[src/design/lao_pkg.sv]
// Package for the literal/OR instruction execute block.
// Holds opcode patterns, field positions, reset values and state codes.
// Assumes a 14-bit instruction word and an 8-bit data path.
package lao_pkg;

  // Width of one program word.
  localparam int unsigned OP_W = 14;
  // Width of the accumulator and of each data register.
  localparam int unsigned DATA_W = 8;
  // Width of the direct register index.
  localparam int unsigned IDX_W = 7;
  // Number of data registers reachable by the direct index.
  localparam int unsigned REG_COUNT = 128;

  // The OR-literal word is 11 1000 kkkk kkkk.
  localparam logic [13:0] OR_LIT_MASK = 14'h3F00;
  localparam logic [13:0] OR_LIT_PAT = 14'h3800;
  // The load-literal word is 11 00xx kkkk kkkk; bits 9:8 are not compared.
  localparam logic [13:0] LOAD_LIT_MASK = 14'h3C00;
  localparam logic [13:0] LOAD_LIT_PAT = 14'h3000;
  // The OR-with-register word is 00 0100 dfff ffff.
  localparam logic [13:0] OR_REG_MASK = 14'h3F00;
  localparam logic [13:0] OR_REG_PAT = 14'h0400;

  // Field positions inside the word.
  localparam int unsigned LIT_LSB = 0;
  localparam int unsigned IDX_LSB = 0;
  localparam int unsigned TARGET_BIT = 7;

  // Reset values.
  localparam logic [7:0] ACC_RESET = 8'h00;
  localparam logic ZERO_RESET = 1'b0;
  localparam logic [13:0] OP_RESET = 14'h0000;
  localparam logic [7:0] ZERO_BYTE = 8'h00;

  // Clocks that one instruction cycle spans: take, then execute.
  localparam int unsigned INSTR_CLKS = 2;

  // One-hot sequencer states.
  typedef enum logic [1:0] {
    LAO_IDLE = 2'b01,
    LAO_EXEC = 2'b10
  } lao_state_t;

endpackage

[src/design/lao_regfile.sv]
// Data register file for the literal/OR execute block.
// Assumes one clock; read data is registered, so it appears one edge after the address.
module lao_regfile #(
  parameter int unsigned DEPTH = lao_pkg::REG_COUNT,
  parameter int unsigned WIDTH = lao_pkg::DATA_W,
  parameter int unsigned AW = lao_pkg::IDX_W
) (
  input wire logic ref_clk,
  input wire logic wr_en,
  input wire logic [AW-1:0] wr_addr,
  input wire logic [WIDTH-1:0] wr_data,
  input wire logic [AW-1:0] rd_addr,
  output logic [WIDTH-1:0] rd_data
);

  // Storage array; no reset, as in a real register file.
  logic [WIDTH-1:0] mem [DEPTH];

  // Write port, one word per edge when enabled.
  always_ff @(posedge ref_clk) begin
    if (wr_en) begin
      mem[wr_addr] <= wr_data;
    end
  end

  // Registered read; a write to the same word in the same edge returns the old value.
  always_ff @(posedge ref_clk) begin
    rd_data <= mem[rd_addr];
  end

endmodule

[src/design/lao_exec.sv]
// Execute unit for three single-word instructions of an 8-bit core.
// Assumes the fetch stage offers one opcode at a time and waits for ready.
module lao_exec (
  input wire logic ref_clk,
  input wire logic rst_n,
  // Opcode from fetch, taken when op_valid and ready are both high.
  input wire logic op_valid,
  input wire logic [13:0] opcode,
  // Preload port for the data registers, used by the rest of the core.
  input wire logic load_en,
  input wire logic [6:0] load_index,
  input wire logic [7:0] load_data,
  // Status and results, all straight from flip-flops.
  output logic ready_q,
  output logic done_q,
  output logic [7:0] acc_q,
  output logic zero_q,
  output logic reg_wr_en_q,
  output logic [6:0] reg_wr_index_q,
  output logic [7:0] reg_wr_data_q
);

  // Sequencer state.
  lao_pkg::lao_state_t state_q;
  lao_pkg::lao_state_t state_d;
  // Opcode latched at the take edge.
  logic [13:0] op_q;
  // Register read data, one edge after the take.
  logic [7:0] reg_rd_data;

  // A word is taken when fetch offers one and the unit is idle.
  logic taken;
  assign taken = op_valid && ready_q;

  // Pattern match of one word; shared by the take-edge and execute decodes.
  function automatic logic op_match(input logic [13:0] op, input logic [13:0] mask,
                                    input logic [13:0] pat);
    return (op & mask) == pat;
  endfunction

  // Decode of the incoming word, used only for checks on the take edge.
  logic in_or_lit;
  logic in_load_lit;
  logic in_or_reg;
  assign in_or_lit = op_match(opcode, lao_pkg::OR_LIT_MASK, lao_pkg::OR_LIT_PAT);
  // The mask leaves bits 9:8 out, so any value there still decodes.
  assign in_load_lit = op_match(opcode, lao_pkg::LOAD_LIT_MASK, lao_pkg::LOAD_LIT_PAT);
  assign in_or_reg = op_match(opcode, lao_pkg::OR_REG_MASK, lao_pkg::OR_REG_PAT);

  // Decode of the latched word, which drives execution.
  logic is_or_lit;
  logic is_load_lit;
  logic is_or_reg;
  assign is_or_lit = op_match(op_q, lao_pkg::OR_LIT_MASK, lao_pkg::OR_LIT_PAT);
  assign is_load_lit = op_match(op_q, lao_pkg::LOAD_LIT_MASK, lao_pkg::LOAD_LIT_PAT);
  assign is_or_reg = op_match(op_q, lao_pkg::OR_REG_MASK, lao_pkg::OR_REG_PAT);

  // Operand fields of the latched word.
  logic [7:0] lit;
  logic [6:0] idx;
  logic target_reg;
  assign lit = op_q[lao_pkg::LIT_LSB +: 8];
  assign idx = op_q[lao_pkg::IDX_LSB +: 7];
  assign target_reg = op_q[lao_pkg::TARGET_BIT];

  // The OR result for both OR forms.
  logic [7:0] or_lit_res;
  logic [7:0] or_reg_res;
  assign or_lit_res = acc_q | lit;
  assign or_reg_res = acc_q | reg_rd_data;

  // Execute-cycle qualifier.
  logic exec;
  assign exec = state_q == lao_pkg::LAO_EXEC;

  // Next accumulator: only literal forms and the OR form with target zero write it.
  logic [7:0] acc_d;
  assign acc_d = !exec ? acc_q :
                 is_or_lit ? or_lit_res :
                 is_load_lit ? lit :
                 (is_or_reg && !target_reg) ? or_reg_res :
                 acc_q;

  // Next zero flag: load-literal leaves it alone; both OR forms test the result.
  logic zero_d;
  assign zero_d = !exec ? zero_q :
                  is_or_lit ? (or_lit_res == lao_pkg::ZERO_BYTE) :
                  is_or_reg ? (or_reg_res == lao_pkg::ZERO_BYTE) :
                  zero_q;

  // Register write-back for the OR form with target one.
  logic exec_wr;
  assign exec_wr = exec && is_or_reg && target_reg;

  // The write port serves write-back first; a preload in that edge is dropped.
  // Write-back is rare and one edge long, so a plain priority beats a queue.
  logic mem_wr_en;
  logic [6:0] mem_wr_addr;
  logic [7:0] mem_wr_data;
  assign mem_wr_en = exec_wr || load_en;
  assign mem_wr_addr = exec_wr ? idx : load_index;
  assign mem_wr_data = exec_wr ? or_reg_res : load_data;

  // Read address follows the incoming word so the data is ready for execute.
  logic [6:0] mem_rd_addr;
  assign mem_rd_addr = opcode[lao_pkg::IDX_LSB +: 7];

  // Data register file with a registered read port.
  lao_regfile #(
    .DEPTH(lao_pkg::REG_COUNT),
    .WIDTH(lao_pkg::DATA_W),
    .AW(lao_pkg::IDX_W)
  ) u_regfile (
    .ref_clk(ref_clk),
    .wr_en(mem_wr_en),
    .wr_addr(mem_wr_addr),
    .wr_data(mem_wr_data),
    .rd_addr(mem_rd_addr),
    .rd_data(reg_rd_data)
  );

  // Sequencer: take in idle, execute in the next edge, then back to idle.
  always_comb begin
    state_d = state_q;
    case (state_q)
      // Idle waits for a word from fetch.
      lao_pkg::LAO_IDLE: begin
        if (taken) begin
          state_d = lao_pkg::LAO_EXEC;
        end
      end
      // Execute always finishes in one edge.
      lao_pkg::LAO_EXEC: begin
        state_d = lao_pkg::LAO_IDLE;
      end
      // Any broken code recovers to idle.
      default: begin
        state_d = lao_pkg::LAO_IDLE;
      end
    endcase
  end

  // State, handshake and latched word.
  always_ff @(posedge ref_clk) begin
    if (!rst_n) begin
      state_q <= lao_pkg::LAO_IDLE;
      ready_q <= 1'b1;
      done_q <= 1'b0;
      op_q <= lao_pkg::OP_RESET;
    end else begin
      state_q <= state_d;
      ready_q <= state_d == lao_pkg::LAO_IDLE;
      done_q <= exec;
      op_q <= taken ? opcode : op_q;
    end
  end

  // Architectural results.
  always_ff @(posedge ref_clk) begin
    if (!rst_n) begin
      acc_q <= lao_pkg::ACC_RESET;
      zero_q <= lao_pkg::ZERO_RESET;
    end else begin
      acc_q <= acc_d;
      zero_q <= zero_d;
    end
  end

  // Registered copy of the write-back, for the rest of the core to observe.
  always_ff @(posedge ref_clk) begin
    if (!rst_n) begin
      reg_wr_en_q <= 1'b0;
      reg_wr_index_q <= 7'h00;
      reg_wr_data_q <= lao_pkg::ZERO_BYTE;
    end else begin
      reg_wr_en_q <= exec_wr;
      reg_wr_index_q <= exec_wr ? idx : reg_wr_index_q;
      reg_wr_data_q <= exec_wr ? or_reg_res : reg_wr_data_q;
    end
  end

  // OR literal lands in the accumulator two edges after the take.
  property p_or_lit;
    @(posedge ref_clk) disable iff (!rst_n)
    (taken && in_or_lit) |=> ##1
      (acc_q == ($past(acc_q, 2) | $past(opcode[7:0], 2))) &&
      (zero_q == (acc_q == 8'h00));
  endproperty
  a_or_lit: assert property (p_or_lit) else $error("OR literal result wrong");

  // Load literal copies the byte and keeps the zero flag.
  property p_load_lit;
    @(posedge ref_clk) disable iff (!rst_n)
    (taken && in_load_lit) |=> ##1
      (acc_q == $past(opcode[7:0], 2)) && (zero_q == $past(zero_q, 2));
  endproperty
  a_load_lit: assert property (p_load_lit) else $error("load literal wrong");

  // Every 11 00xx word is decoded as a load literal.
  property p_dont_care;
    @(posedge ref_clk) disable iff (!rst_n)
    (taken && (opcode[13:10] == 4'hC)) |=> ##1 (acc_q == $past(opcode[7:0], 2));
  endproperty
  a_dont_care: assert property (p_dont_care) else $error("don't-care bits decoded");

  // OR with register sets the zero flag from the OR of old accumulator and read data.
  property p_or_reg_zero;
    @(posedge ref_clk) disable iff (!rst_n)
    (taken && in_or_reg) |=> ##1
      (zero_q == (($past(acc_q, 2) | $past(reg_rd_data)) == 8'h00));
  endproperty
  a_or_reg_zero: assert property (p_or_reg_zero) else $error("OR register zero wrong");

  // Target zero: accumulator takes the result, no write-back.
  property p_target_acc;
    @(posedge ref_clk) disable iff (!rst_n)
    (taken && in_or_reg && !opcode[7]) |=> ##1
      (acc_q == ($past(acc_q, 2) | $past(reg_rd_data))) && !reg_wr_en_q;
  endproperty
  a_target_acc: assert property (p_target_acc) else $error("target zero wrong");

  // Target one: register written with the result, accumulator kept.
  property p_target_reg;
    @(posedge ref_clk) disable iff (!rst_n)
    (taken && in_or_reg && opcode[7]) |=> ##1
      reg_wr_en_q && (reg_wr_index_q == $past(opcode[6:0], 2)) &&
      (reg_wr_data_q == ($past(acc_q, 2) | $past(reg_rd_data))) &&
      (acc_q == $past(acc_q, 2));
  endproperty
  a_target_reg: assert property (p_target_reg) else $error("target one wrong");

  // Each instruction completes in exactly the instruction cycle.
  property p_one_cycle;
    @(posedge ref_clk) disable iff (!rst_n)
    taken |=> (!ready_q && !done_q) ##1 (ready_q && done_q);
  endproperty
  a_one_cycle: assert property (p_one_cycle) else $error("instruction cycle length wrong");

  // Without a taken word the accumulator and flag do not move.
  property p_idle_hold;
    @(posedge ref_clk) disable iff (!rst_n)
    (ready_q && !op_valid) |=> ($stable(acc_q) && $stable(zero_q) && !reg_wr_en_q);
  endproperty
  a_idle_hold: assert property (p_idle_hold) else $error("state moved while idle");

endmodule

[config.mk]
export PLATFORM = sky130hd
export DESIGN_NAME = lao_exec
export DESIGN_NICKNAME = d
export VERILOG_FILES = /design/src/design/lao_pkg.sv /design/src/design/lao_regfile.sv /design/src/design/lao_exec.sv
export SDC_FILE = /design/constraint.sdc
export NUM_CORES = 1
export LEC_CHECK = 0
export BUFFER_PORTS_ARGS = -buffer_cell sky130_fd_sc_hd__clkbuf_2
export CORE_ASPECT_RATIO = 0.7
export CORE_MARGIN = 2
export CORE_UTILIZATION = 45
export DETAILED_ROUTE_END_ITERATION = 8
export GPL_TIMING_DRIVEN = 0
export PLACE_DENSITY = 0.57
export SKIP_LAST_GASP = 1
export SYNTH_ARGS = -nofsm -noshare
export SYNTH_HDL_FRONTEND = slang
export SYNTH_SLANG_ARGS = --single-unit
[constraint.sdc]
create_clock -name ref_clk -period 6.1 [get_ports ref_clk]
set_input_delay 0.61 -clock ref_clk [delete_from_list [all_inputs] [get_ports ref_clk]]
set_output_delay 0.61 -clock ref_clk [all_outputs]
set_load 0.01 [all_outputs]
==> results.toml <==
[placement]
dpl.hpwl_um = 77750
pre_cts_ws_ns = 1.457
gp_congestion = 0.8620
io_buffer_count = 52

[critical_path]
end_kind = "flip-flop"
cp.required_ns = 6.41
startpoint_type = "flip-flop"
crit_type = "flip-flop to flip-flop"
critical_path_arrival_ns = 4.77
rr_worst_depth = 9
ff2ff_setup_slack_ns = 1.64
crit_fanout = 10

[clocking]
cts_resized = 0
insertion_delay_ns = 0.71
tritoncts = "built"
hold_buffers = 0
path_clk_slew_ns = 0.06
htreeDepth = 3
cts_made_buffers = 101
cts_root_buf = "clkbuf_16"
cts_setup_buffers = 0
clock-sinks = 1075
clockBufferDepth = 3

[sta]
max_freq_mhz = 224.0
whs_ns = 0.1334
setup_ws_ns = 1.637
setup_violations = 0
timing.final.crit_share_pct = 73.17
rsz0062_at_grt = "no"
hold_viol = 0
relSlewSlack_pct = 5.504
finalWorstPathRequiredPeriod_ns = 4.463
tns_ns = 0
skew_ns = 0.02604
worst_slew_pin_slew_ns = 1.407
maxSlewViolCount = 0

[detailed_routing]
routedWlPerCell_um = 33.31
vias = 20960
drc = 0
drtPass1Iterations = 5
drt_wl_total_um = 113600
via_per_inst = 6.148
drtAntennaViolNets = 0
drt_iter0_markers = 2895

[global_routing]
track_usage_pct = 24.03
grt_remaining_overflow = 0
grt_max_degree = 49
grt_first_pass_wirelength_um = 159000
grt_pass1_vias = 20630
antenna_found_initial = 15

[finish]
layout_common_cells = "edfxtp_1, mux4_2, nor2_1"
area_delta_synth_final_pct = 13.55
fill_cells = 7266
final_common_cell = "edfxtp_1"
seq_area_mm2 = 0.03177
final_layout_size_suffix_gt1_share_pct = 30.00
nNetsFinal = 2120
multiInputGateArea_mm2 = 0.009679

[yosys]
avgSynthCellArea_um2 = 22.07
synth_nets = 1932
synth_enable_flop_cells = 1024
synth_warnings = 0
async_reset_ff_share_pct = 0
yosysSeqAreaShare_pct = 75.81
ys_ff_latch = 1075
synth.distinct_cells = 43
synthFlopType = "edfxtp_1"
synth_cells = 1899
netlist_area_mm2 = 0.04191

[floorplan]
die_x_um = 368.7
rows = 93
start_util_pct = 45.47
die_area_mm2 = 0.09562
die_h_um = 259.3
core_mm2 = 0.09216
io_pins = 60

[flow_run]
maxCapViolations = 0

[power_and_ir_drop]
powerDensity_mw_per_mm2 = 319.6
peakVddDrop_mv = 0.2642
p_leak_uw = 0.01474
p_total_uw = 15210

[hold_path]
min_path_cells = 3
hp-class = "input port to flip-flop"

[outcome]
status = "completed"
==> cells by family after synthesis <==
logic type / after synthesis / share of synthesized area [%]
compound gates: 64 / 1.185
buf+inv: 121 / 1.320
flops: 1075 / 75.81
mux: 359 / 18.66
simple gates: 280 / 3.027
==> path summary, 6_finish.rpt <==
path / to / from
setup reg to reg: u_regfile.mem[62][2]$_DFFE_PP_ / op_q[11]$_SDFFE_PN0P_
hold reg to reg: ready_q$_SDFF_PN1_ / state_q[0]$_SDFF_PN1_
hold / removal: op_q[10]$_SDFFE_PN0P_ / opcode[10]
setup / recovery: u_regfile.mem[62][2]$_DFFE_PP_ / op_q[11]$_SDFFE_PN0P_
==> cells in the mapped netlist (all sizes together), types with 9 or more instances <==
library cell	number	share of area, %
nand2b	12	0.18
a21boi	22	0.39
o21a	15	0.27
mux4	336	18
dfxtp	51	2.4
o221a	9	0.24
edfxtp	1024	73
nor2	125	1.1
mux2	11	0.30
nor2b	11	0.16
o21ai	10	0.12
clkbuf	52	0.47
nand2	56	0.50
nor3	50	0.63
mux2i	12	0.30
buf	65	0.82
==> metal layers <==
layer	part of all wire [%]	vias to the layer above	track usage, %
met5	0.13	-	0
met4	2.1	18	5.306
met3	9.8	161	6.097
met2	43	1011	33.93
met1	45	11420	37.73
li1	-	8347	-
==> state kept, by name, summed over array words and instances (netlist names) <==
signal and flops:
zero_q 1, done_q 1, reg_wr_en_q 1, op_q 14
reg_wr_data_q 8, u_regfile.rd_data 8, ready_q 1, reg_wr_index_q 7
state_q 2, u_regfile.mem 1024, acc_q 8
==> area by class of cell <==
type                            instances  area share, %
Tap cell                             1235          3.247
Clock buffer                          127          5.582
Timing Repair Buffer                   85          1.741
Multi-Input combinational cell        703          20.34
Inverter                                4        0.03155
Antenna cell                            4        0.02103
Clock inverter                         59          1.141
Sequential cell                      1075          66.76
Buffer                                117          1.131
==> power breakdown <==
part	switching (uW)	internal, uW
combinational	552	332
sequential	28.6	8100
clock	2750	3440
total	3330	11900
==> per-stage QoR <==
step / cells / utilization [%] / cell area (um2)
floorplan: 1899 / - / 41910
global placement: 3186 / 47.43 / 43710
detailed placement: 3210 / 48.07 / 44300
CTS: 3396 / 51.54 / 47500
global route: 3405 / 51.62 / 47580
finish: 3409 / 51.63 / 47590
==> worst max-delay path, stage by stage, from the launching register on <==
cell and delay, ns:
dfxtp_1 0.35, or4b_1 0.51, clkbuf_1 0.23, or3_1 0.38, buf_2 0.19, buf_6 0.17
mux2i_1 0.29, nand2b_1 0.34, buf_2 0.44, nor3_1 1.15
No activity file was read; power rests on OpenSTA's default activity.
